### src/rtl/lddr_pkg.sv
// package: register map, reset values and carriers of the dimming register slice
package lddr_pkg;

    // ------------------------------------------------------------
    // register offsets
    // ------------------------------------------------------------
    localparam logic [7:0] LDDR_CH14_DUTY_UPPER_OFS = 8'h33;
    localparam logic [7:0] LDDR_CH15_ANALOG_LEVEL_OFS = 8'h34;
    localparam logic [7:0] LDDR_CH15_DUTY_LOWER_OFS = 8'h35;
    localparam logic [7:0] LDDR_CH15_DUTY_UPPER_OFS = 8'h36;
    localparam logic [7:0] LDDR_CH16_ANALOG_LEVEL_OFS = 8'h37;
    localparam logic [7:0] LDDR_CH16_DUTY_LOWER_OFS = 8'h38;
    localparam logic [7:0] LDDR_CH16_DUTY_UPPER_OFS = 8'h39;

    // ------------------------------------------------------------
    // field widths and reset values
    // ------------------------------------------------------------
    localparam int LDDR_LEVEL_W = 6;
    localparam int LDDR_LOWER_W = 4;
    localparam int LDDR_UPPER_W = 8;
    localparam int LDDR_DUTY_W = 12;
    localparam int LDDR_FULL_SCALE_W = 8;
    localparam logic [5:0] LDDR_LEVEL_RST = 6'h3f;
    localparam logic [3:0] LDDR_LOWER_RST = 4'hf;
    localparam logic [7:0] LDDR_UPPER_RST = 8'hff;
    localparam logic [11:0] LDDR_DUTY_RST = 12'hfff;
    localparam logic [7:0] LDDR_RDATA_RST = 8'h00;
    localparam logic [7:0] LDDR_CURRENT_RST = 8'h00;
    // full-scale analog code: current = code / 63 * full scale
    localparam logic [13:0] LDDR_LEVEL_FULL = 14'h003f;

    // ------------------------------------------------------------
    // carriers
    // ------------------------------------------------------------
    typedef struct packed {
        logic wr;
        logic rd;
        logic [7:0] addr;
        logic [7:0] wdata;
    } lddr_req_s;

    typedef struct packed {
        logic wr_level;
        logic wr_lower;
        logic wr_upper;
        logic [7:0] wdata;
    } lddr_chan_wr_s;

    typedef struct packed {
        logic [5:0] level;
        logic [3:0] lower;
        logic [7:0] upper;
        logic [11:0] duty;
        logic [7:0] current;
    } lddr_chan_s;

endpackage : lddr_pkg

### src/rtl/lddr_chan.sv
// module: one channel's level, split duty and active duty registers
`timescale 1ns/1ps
`default_nettype none

module lddr_chan (
    // clock and reset
    input wire logic clk_i,
    input wire logic nrst_i,
    // register writes
    input wire lddr_pkg::lddr_chan_wr_s wr_i,
    // full-scale current setting
    input wire logic [lddr_pkg::LDDR_FULL_SCALE_W-1:0] full_scale_current_set_i,
    // channel state
    output lddr_pkg::lddr_chan_s state_o
);

    lddr_pkg::lddr_chan_s state;
    lddr_pkg::lddr_chan_s next_state;
    logic [13:0] product;

    always_comb begin
        next_state = state;
        product = {8'h00, state.level} * {6'h00, full_scale_current_set_i};
        if (wr_i.wr_level) begin
            next_state.level = wr_i.wdata[lddr_pkg::LDDR_LEVEL_W-1:0];
        end
        if (wr_i.wr_lower) begin
            // held aside, not yet active
            next_state.lower = wr_i.wdata[lddr_pkg::LDDR_LOWER_W-1:0];
        end
        if (wr_i.wr_upper) begin
            next_state.upper = wr_i.wdata;
            next_state.duty = {wr_i.wdata, state.lower};
        end
        // linear scaling of the analog code
        next_state.current = 8'(product / lddr_pkg::LDDR_LEVEL_FULL);
    end

    always_ff @(posedge clk_i) begin
        if (!nrst_i) begin
            state.level <= lddr_pkg::LDDR_LEVEL_RST;
            state.lower <= lddr_pkg::LDDR_LOWER_RST;
            state.upper <= lddr_pkg::LDDR_UPPER_RST;
            state.duty <= lddr_pkg::LDDR_DUTY_RST;
            state.current <= lddr_pkg::LDDR_CURRENT_RST;
        end else begin
            state <= next_state;
        end
    end

    assign state_o = state;

endmodule // lddr_chan

`default_nettype wire

### src/rtl/lddr_regs.sv
// module: dimming register slice for channels 14 to 16
//
// How it works
// - level register: 6-bit code, resets all ones
// - current equals code over 63 times full-scale
// - low duty nibble in bits 3:0, resets 1111
// - high duty byte holds bits 11:4, resets ff
// - duty takes effect only on high-byte write
// - channel 15 registers at 0x34, 0x35, 0x36
// - channel 16 registers at 0x37, 0x38, 0x39
// - channel 14 high duty byte at 0x33
`timescale 1ns/1ps
`default_nettype none

module lddr_regs #(
    parameter int NUM_CH = 2
) (
    // clock and reset
    input wire logic clk_i,
    input wire logic nrst_i,
    // register port from the serial host interface
    input wire lddr_pkg::lddr_req_s req_i,
    output logic [7:0] rdata_o,
    // channel 14 low nibble, held by the neighbouring slice
    input wire logic [lddr_pkg::LDDR_LOWER_W-1:0] ch14_duty_lower_i,
    // full-scale current setting
    input wire logic [lddr_pkg::LDDR_FULL_SCALE_W-1:0] full_scale_current_set_i,
    // active dimming settings
    output logic [lddr_pkg::LDDR_DUTY_W-1:0] ch14_duty_code_o,
    output logic [lddr_pkg::LDDR_DUTY_W-1:0] ch15_duty_code_o,
    output logic [lddr_pkg::LDDR_DUTY_W-1:0] ch16_duty_code_o,
    output logic [lddr_pkg::LDDR_LEVEL_W-1:0] ch15_level_code_o,
    output logic [lddr_pkg::LDDR_LEVEL_W-1:0] ch16_level_code_o,
    output logic [lddr_pkg::LDDR_FULL_SCALE_W-1:0] ch15_current_o,
    output logic [lddr_pkg::LDDR_FULL_SCALE_W-1:0] ch16_current_o
);

    // ------------------------------------------------------------
    // state
    // ------------------------------------------------------------
    typedef struct packed {
        logic [7:0] ch14_upper;
        logic [11:0] ch14_duty;
        logic [7:0] rdata;
    } lddr_top_s;

    lddr_top_s state;
    lddr_top_s next_state;
    lddr_pkg::lddr_chan_wr_s chan_wr [NUM_CH];
    lddr_pkg::lddr_chan_s chan [NUM_CH];

    localparam logic [7:0] LEVEL_OFS [NUM_CH] = '{
        lddr_pkg::LDDR_CH15_ANALOG_LEVEL_OFS, lddr_pkg::LDDR_CH16_ANALOG_LEVEL_OFS};
    localparam logic [7:0] LOWER_OFS [NUM_CH] = '{
        lddr_pkg::LDDR_CH15_DUTY_LOWER_OFS, lddr_pkg::LDDR_CH16_DUTY_LOWER_OFS};
    localparam logic [7:0] UPPER_OFS [NUM_CH] = '{
        lddr_pkg::LDDR_CH15_DUTY_UPPER_OFS, lddr_pkg::LDDR_CH16_DUTY_UPPER_OFS};

    // ------------------------------------------------------------
    // channels 15 and 16
    // ------------------------------------------------------------
    for (genvar g = 0; g < NUM_CH; g++) begin : g_chan
        always_comb begin
            chan_wr[g].wdata = req_i.wdata;
            chan_wr[g].wr_level = req_i.wr && (req_i.addr == LEVEL_OFS[g]);
            chan_wr[g].wr_lower = req_i.wr && (req_i.addr == LOWER_OFS[g]);
            chan_wr[g].wr_upper = req_i.wr && (req_i.addr == UPPER_OFS[g]);
        end

        lddr_chan u_chan (
            .clk_i(clk_i),
            .nrst_i(nrst_i),
            .wr_i(chan_wr[g]),
            .full_scale_current_set_i(full_scale_current_set_i),
            .state_o(chan[g])
        );
    end

    // ------------------------------------------------------------
    // channel 14 high byte and read path
    // ------------------------------------------------------------
    always_comb begin
        next_state = state;
        if (req_i.wr && (req_i.addr == lddr_pkg::LDDR_CH14_DUTY_UPPER_OFS)) begin
            next_state.ch14_upper = req_i.wdata;
            next_state.ch14_duty = {req_i.wdata, ch14_duty_lower_i};
        end
        if (req_i.rd) begin
            unique case (req_i.addr)
                lddr_pkg::LDDR_CH14_DUTY_UPPER_OFS: next_state.rdata = state.ch14_upper;
                lddr_pkg::LDDR_CH15_ANALOG_LEVEL_OFS: next_state.rdata = {2'h0, chan[0].level};
                lddr_pkg::LDDR_CH15_DUTY_LOWER_OFS: next_state.rdata = {4'h0, chan[0].lower};
                lddr_pkg::LDDR_CH15_DUTY_UPPER_OFS: next_state.rdata = chan[0].upper;
                lddr_pkg::LDDR_CH16_ANALOG_LEVEL_OFS: next_state.rdata = {2'h0, chan[1].level};
                lddr_pkg::LDDR_CH16_DUTY_LOWER_OFS: next_state.rdata = {4'h0, chan[1].lower};
                lddr_pkg::LDDR_CH16_DUTY_UPPER_OFS: next_state.rdata = chan[1].upper;
                default: next_state.rdata = lddr_pkg::LDDR_RDATA_RST;
            endcase
        end
    end

    always_ff @(posedge clk_i) begin
        if (!nrst_i) begin
            state.ch14_upper <= lddr_pkg::LDDR_UPPER_RST;
            state.ch14_duty <= lddr_pkg::LDDR_DUTY_RST;
            state.rdata <= lddr_pkg::LDDR_RDATA_RST;
        end else begin
            state <= next_state;
        end
    end

    // ------------------------------------------------------------
    // outputs, all from flip-flops
    // ------------------------------------------------------------
    assign rdata_o = state.rdata;
    assign ch14_duty_code_o = state.ch14_duty;
    assign ch15_duty_code_o = chan[0].duty;
    assign ch16_duty_code_o = chan[1].duty;
    assign ch15_level_code_o = chan[0].level;
    assign ch16_level_code_o = chan[1].level;
    assign ch15_current_o = chan[0].current;
    assign ch16_current_o = chan[1].current;

endmodule // lddr_regs

`default_nettype wire

### config.mk
export PLATFORM = sky130hd
export DESIGN_NAME = lddr_regs
export DESIGN_NICKNAME = d
export VERILOG_FILES = /design/src/rtl/lddr_pkg.sv /design/src/rtl/lddr_chan.sv /design/src/rtl/lddr_regs.sv
export SDC_FILE = /design/constraint.sdc
export NUM_CORES = 1
export LEC_CHECK = 0
export BUFFER_PORTS_ARGS = -buffer_cell sky130_fd_sc_hd__buf_2
export CAP_MARGIN = 20
export CORE_ASPECT_RATIO = 0.75
export CORE_MARGIN = 10
export CORE_UTILIZATION = 61
export CTS_CLUSTER_DIAMETER = 150
export DETAILED_ROUTE_END_ITERATION = 16
export PLACE_DENSITY_LB_ADDON = 0.12
export SYNTH_ARGS = -nofsm -noshare
export SYNTH_HDL_FRONTEND = slang
export SYNTH_SLANG_ARGS = --single-unit
### constraint.sdc
create_clock -name clk_i -period 10.95 [get_ports clk_i]
set_input_delay 1.095 -clock clk_i [delete_from_list [all_inputs] [get_ports clk_i]]
set_output_delay 1.095 -clock clk_i [all_outputs]
set_load 0.05 [all_outputs]
==> summary.md, run 1 <==
| Metric | Value |
|---|---|
| Initial core utilization | `63.1%` |
| Largest net degree at the start of global routing | `64` |
| Grt total ovfl | `0` |
| R2R cell count | `31` |
| First-pass GRT wire length | `44900 µm` |
| Most used cell, CP | `fa_1` |
| Fmax | `107 MHz` |
| Post-synthesis mux area share | `2.65%` |
| Initial antenna violation count | `1` |
| Xor/xnor share of the synthesized area | `3.14%` |
| Routed len/inst | `18.3 µm` |
| Syn Inst Count | `1277` |
| Reg area | `1600 µm²` |
| Fraction of the mapped netlist area in adder cells | `16.4%` |
| Simple-Gate Fraction of Synth Area | `28.0%` |
| Worst path max stage delay | `740 ps` |
| # port buffers | `103` |
| Total GRT Usage | `24.6%` |
| Core ar. | `15400 µm²` |
| Die height | `129 µm` |
| Sink Count | `80` |
| Syn Nets | `1405` |
| CP max-delay cell | `a211oi_2` |
| Worst slew pin tran | `939 ps` |
| Hold path depth | `2` |
| Top FF cell, synth | `dfxtp_1` |
| Via count | `9418` |
| Post-CTS Hold Buffers | `0` |
| CP arrival | `9590 ps` |
| Final min period | `9320 ps` |
| Layout Skew | `10.8 ps` |
| Filler cells | `1365` |
| Die X | `166 µm` |
| Most common cell after layout, fill and taps aside | `nand2_1` |
| Synth async-reset ratio | `0%` |
| Layout Nets | `1412` |
| Post-synth EDFFs | `0` |
| Most frequent cells in the layout | `nand2_1 (193), buf_2 (103), nand3_1 (87)` |
| CP max FO | `17` |
| Post-CTS setup buffer count | `0` |
| Hold_sp | `g_chan[1].u_chan.state_o[9]` |
| Synthesized area | `9730 µm²` |
| Sequential element share of the synthesized area | `16.5%` |
| Worst-Skew Late Latency | `350 ps` |
| Largest family of logic cells by synthesized area | `simple AND/OR/NAND/NOR gates` |
| Min-delay worst type | `reg -> reg` |
| Maxcap violations | `0` |
| Resize count post-CTS | `0` |
| Final Cycle Share | `85.1%` |
| Detailed placement HPWL | `20900 µm` |
| Htree depth | `3` |
| Syn Area/Cell | `7.62 µm²` |
| Worst slew margin | `36.9%` |
| Synth unique cells | `97` |
| Clk buf depth | `2` |
| Area of the multi-input gates | `7180 µm²` |
| Layout cells sized above 1 | `13.9%` |
| DR iter-0 viols | `842` |
| CP Class | `in -> reg` |
| Row Count | `39` |
| Max Transition Viols Final | `0` |
| Root buf cell | `clkbuf_16` |
| Yosys warning total | `0` |
| Worst Setup End Kind | `flip-flop` |
| # DRC | `0` |
| CTS tree | `yes` |
| TNS Setup | `0 ps` |
| R2R Path End | `g_chan[0].u_chan.state_o[0]` |
| Min-Delay Endpoint | `g_chan[1].u_chan.state_o[9]` |
| RR Startpoint | `g_chan[0].u_chan.state_o[37]` |
| Worst EP required | `11220 ps` |
| Run status | `finished clean` |
| Startpoint Class | `primary input` |
| Pre-antenna DRT Iters | `5` |
| Clock buffer count from CTS | `9` |
| RSZ-0062 raised after global routing | `false` |
| Gpl congestion | `0.988` |
| Post-synthesis compound-gate area fraction | `23.6%` |
| Post-Route WL | `27300 µm` |
| Vias/cell | `6.30` |
| Final number of hold-violating endpoints | `0` |
| R2r setup slk | `2010 ps` |
| I/O Pins | `104` |
| Area Growth Syn to Fin | `5.30%` |
| Routed Antenna Nets | `0` |
| Vias in the first global route | `8643` |
| Clock Pin Slew Worst Setup and Hold Paths | `70 ps` |
| Yosys reg bits | `80` |
| Final setup violating endpoints | `0` |
| Antenna cell count | `0` |
| Die area | `21500 µm²` |
[worst max-delay path: cells and delay by family]
| family | cells | cell delay [ps] |
|---|---|---|
| xor gates and xnor gates | 2 | 640 |
| and+or+nand+nor | 8 | 1680 |
| buffers and inverters | 2 | 360 |
| adders and majority gates | 5 | 2230 |
| AOI/OAI and AO/OA | 12 | 3360 |
| muxes | 1 | 210 |
[how the worst max path moves through the flow]
stage | from | slack (ps) | endpoint | depth (start not counted)
after detailed placement | full_scale_current_set_i[0] | 1460 | g_chan[0].u_chan.state_o[0] | 30
after global placement | full_scale_current_set_i[0] | 1680 | g_chan[0].u_chan.state_o[0] | 30
after global routing | full_scale_current_set_i[4] | 810 | g_chan[0].u_chan.state_o[0] | 32
after floorplan | full_scale_current_set_i[0] | 2340 | g_chan[0].u_chan.state_o[0] | 33
final | full_scale_current_set_i[0] | 1630 | g_chan[0].u_chan.state_o[0] | 30
after CTS | full_scale_current_set_i[0] | 1810 | g_chan[0].u_chan.state_o[0] | 30
[cell families (layout without fill, tap and decap cells)]
kind of cell    after synthesis  count (layout)
simple gates                545             545
compound gates              301             301
flops                        80              80
mux                          21              21
xor+xnor                     34              34
fa+ha+maj                    98              98
buf+inv                     198             210
[state kept, by name (all words and copies together) (netlist names)]
register	flops
rdata_o	8
ch14_duty_code_o	4
g_chan.u_chan.state_o	60
state	8
[stage by stage]
stage               util [%]  std cells  worst slack [ps]  hold slack (ps)  area [µm²]
floorplan                  -       1277              2340              442        9730
global placement        64.3       1478              1680              446        9910
detailed placement      64.3       1478              1460              452        9910
CTS                     66.4       1494              1810              471       10200
global route            66.4       1494               815              492       10200
finish                  66.4       1494              1630              469       10200
[layout make-up]
| class | count | area share (%) |
|---|---|---|
| multi-input cells | 999 | 70.1 |
| flip-flops and latches | 80 | 15.6 |
| repair buffers | 108 | 5.40 |
| inverters | 86 | 3.15 |
| well taps | 205 | 2.50 |
| clock buffers | 9 | 2.20 |
| clock inverters | 7 | 1.05 |
[cells in the mapped netlist, drive strengths merged, types with 14 or more instances]
cell type	count	share of area (%)
nor3	25	1.3
a21oi	65	3.5
and2	84	5.4
clkbuf	48	1.9
a211oi	18	1.7
o21ai	33	1.8
fa	50	10
o211ai	17	1.3
nor2	62	2.5
o21a	16	1.2
a22oi	14	1.1
and3	18	1.2
xnor2	25	2.3
nand3	87	4.5
ha	46	5.9
buf	64	4.6
inv	85	3.3
nand2	193	7.4
dfxtp	80	16
[layer usage]
layer / GRT usage, % / routed length, µm / up-vias
li1: - / - / 4514
met1: 35.5 / 12900 / 4449
met4: 5.46 / 345 / 2
met2: 35.2 / 11300 / 420
met5: 0 / 13 / -
met3: 7.07 / 2790 / 33
Power of run 1 is left out: the tool's default activity adds up to more than one toggle a clock period on the data nets, which glitch-free logic cannot reach.
==> inputs of run 2 (changes only) <==
--- a/config.mk
+++ b/config.mk
@@ -13,6 +13,7 @@
 export CTS_CLUSTER_DIAMETER = 150
 export DETAILED_ROUTE_END_ITERATION = 16
 export PLACE_DENSITY_LB_ADDON = 0.12
+export RECOVER_POWER = 50
 export SYNTH_ARGS = -nofsm -noshare
 export SYNTH_HDL_FRONTEND = slang
 export SYNTH_SLANG_ARGS = --single-unit
==> run 2 against run 1 <==
Compared with the run above:
- die area unchanged
- sequential share of layout area up 0.14 points
- final area down 0.89%
- via count about the same
- cell count unchanged
- wire length down 0.24%
- non-clock buffer count unchanged
- clock skew about the same
- utilization down 0.59 points
- critical endpoint unchanged
- highest routed layer is now met4
==> summary.md, run 2 (synthesis gave the netlist of run 1 again) <==
| Metric | Value |
|---|---|
| Run status | `finished clean` |
| TNS Setup | `0 ps (unchanged)` |
| Most common cell after layout, fill and taps aside | `nand2_1` |
| Post-CTS Hold Buffers | `0 (unchanged)` |
| Vias/cell | `6.31 (about the same)` |
| Die X | `166 µm (unchanged)` |
| CP max FO | `17 (unchanged)` |
| CP Class | `in -> reg` |
| Gpl congestion | `0.988 (unchanged)` |
| Htree depth | `3 (unchanged)` |
| RSZ-0062 raised after global routing | `false` |
| Routed len/inst | `18.2 µm (-0.24%)` |
| Max FFs per register | `60 (unchanged)` |
| DR iter-0 viols | `839 (-0.36%)` |
| Worst EP required | `11220 ps (about the same)` |
| Sink Count | `80 (unchanged)` |
| Resize count post-CTS | `0 (unchanged)` |
| Final Cycle Share | `85.3% (+0.21 points)` |
| Met3 Track Usage GR | `7.07% (unchanged)` |
| Detailed placement HPWL | `20900 µm (unchanged)` |
| Row Count | `39 (unchanged)` |
| Die height | `129 µm (unchanged)` |
| WP buf/inv | `2 (unchanged)` |
| Worst slew pin tran | `989 ps (+50.1 ps)` |
| Final number of hold-violating endpoints | `0 (unchanged)` |
| Initial core utilization | `63.1% (unchanged)` |
| Pre-antenna DRT Iters | `5 (unchanged)` |
| # port buffers | `103 (unchanged)` |
| I/O Pins | `104 (unchanged)` |
| Clk buf depth | `2 (unchanged)` |
| Startpoint Class | `primary input` |
| Via count | `9426 (+0.085%)` |
| Largest net degree at the start of global routing | `64 (unchanged)` |
| Vias in the first global route | `8643 (unchanged)` |
| Worst path max stage delay | `750 ps (about the same)` |
| Filler cells | `1403 (+2.8%)` |
| Root buf cell | `clkbuf_16` |
| Clock Pin Slew Worst Setup and Hold Paths | `70 ps (about the same)` |
| Met2 Use GR | `35.2% (unchanged)` |
| Most used cell, CP | `fa_1` |
| Core ar. | `15400 µm² (unchanged)` |
| Global-route track usage on met1 | `35.5% (unchanged)` |
| CP max-delay cell | `a211oi_2` |
| Top delay family on crit path | `compound AO/OA/AOI/OAI gates` |
| Total GRT Usage | `24.6% (unchanged)` |
| Grt total ovfl | `0 (unchanged)` |
| Post-CTS setup buffer count | `0 (unchanged)` |
| Worst Setup End Kind | `flip-flop` |
| Final min period | `9340 ps (+22.5 ps)` |
| Die area | `21500 µm² (unchanged)` |
| Antenna cell count | `0 (unchanged)` |
| Max Transition Viols Final | `0 (unchanged)` |
| Area of the multi-input gates | `7180 µm² (unchanged)` |
| # DRC | `0 (unchanged)` |
| Worst slew margin | `33.5% (-3.4 points)` |
| Post-Route WL | `27200 µm (-0.24%)` |
| Reg area | `1600 µm² (unchanged)` |
| Routed Antenna Nets | `0 (unchanged)` |
| Layout Skew | `11.0 ps (+0.195 ps)` |
| Area Growth Syn to Fin | `4.36%` |
| Initial antenna violation count | `1 (unchanged)` |
| Layout Nets | `1412 (unchanged)` |
| Most frequent cells in the layout | `nand2_1 (193), nand3_1 (87), inv_1 (85)` |
| R2R cell count | `31 (unchanged)` |
| Layout cells sized above 1 | `8.38% (-5.5 points)` |
| Min-delay worst type | `reg -> reg` |
| Final setup violating endpoints | `0 (unchanged)` |
| Fmax | `107 MHz (-0.24%)` |
| First-pass GRT wire length | `44900 µm (unchanged)` |
| Hold path depth | `2 (unchanged)` |
| Critical path depth | `30 (unchanged)` |
| Most used routing layer | `met1` |
| CTS tree | `yes` |
| Clock buffer count from CTS | `9 (unchanged)` |
| CP arrival | `9610 ps (+20 ps)` |
| Maxcap violations | `0 (unchanged)` |
| Worst-Skew Late Latency | `350 ps (about the same)` |
run 2: changes by cell type in the layout (fill, tap and decap cells not counted):
cell,previous run,this run
and2_1,83,82
buf_2,103,33
clkbuf_1,0,71
and2_0,0,1
buf_4,5,4
run 2: layout make-up:
cell class	instances	area share [%]
Timing Repair Buffer	108	4.55
Tap cell	205	2.53
Inverter	86	3.18
Sequential cell	80	15.8
Clock inverter	7	1.06
Clock buffer	9	2.22
Multi-Input combinational cell	999	70.7
run 2: path summary, 6_finish.rpt:
kind	startpoint	endpoint	slack, ps
max	full_scale_current_set_i[0]	g_chan[0].u_chan.state_o[0]	1610
max reg2reg	g_chan[0].u_chan.state_o[32]	g_chan[0].u_chan.state_o[0]	1990
min reg2reg	ch14_duty_code_o[3]	ch14_duty_code_o[3]	470
min	ch14_duty_code_o[3]	ch14_duty_code_o[3]	470
run 2: tightest hold or removal path: stages (launching register included):
cell and delay [ps]:
dfxtp_1 310, nand2_1 50, nand3_1 60
run 2: metrics by stage:
step | utilization (%) | cells | cell area (µm²) | setup WS, ps | hold slack [ps]
floorplan | - | 1277 | 9730 | 2340 | 442
global placement | 64.3 | 1478 | 9910 | 1680 | 446
detailed placement | 64.3 | 1478 | 9910 | 1460 | 452
CTS | 66.4 | 1494 | 10200 | 1810 | 471
global route | 65.9 | 1494 | 10200 | 815 | 496
finish | 65.9 | 1494 | 10200 | 1610 | 470
run 2: layer usage:
layer	part of all wire, %	up-vias	routed length [µm]
li1	-	4512	-
met1	47	4425	12800
met2	41	460	11200
met3	10	29	2830
met4	1.2	0	331
met5	0	-	0
Power of run 2 is left out for the same reason.
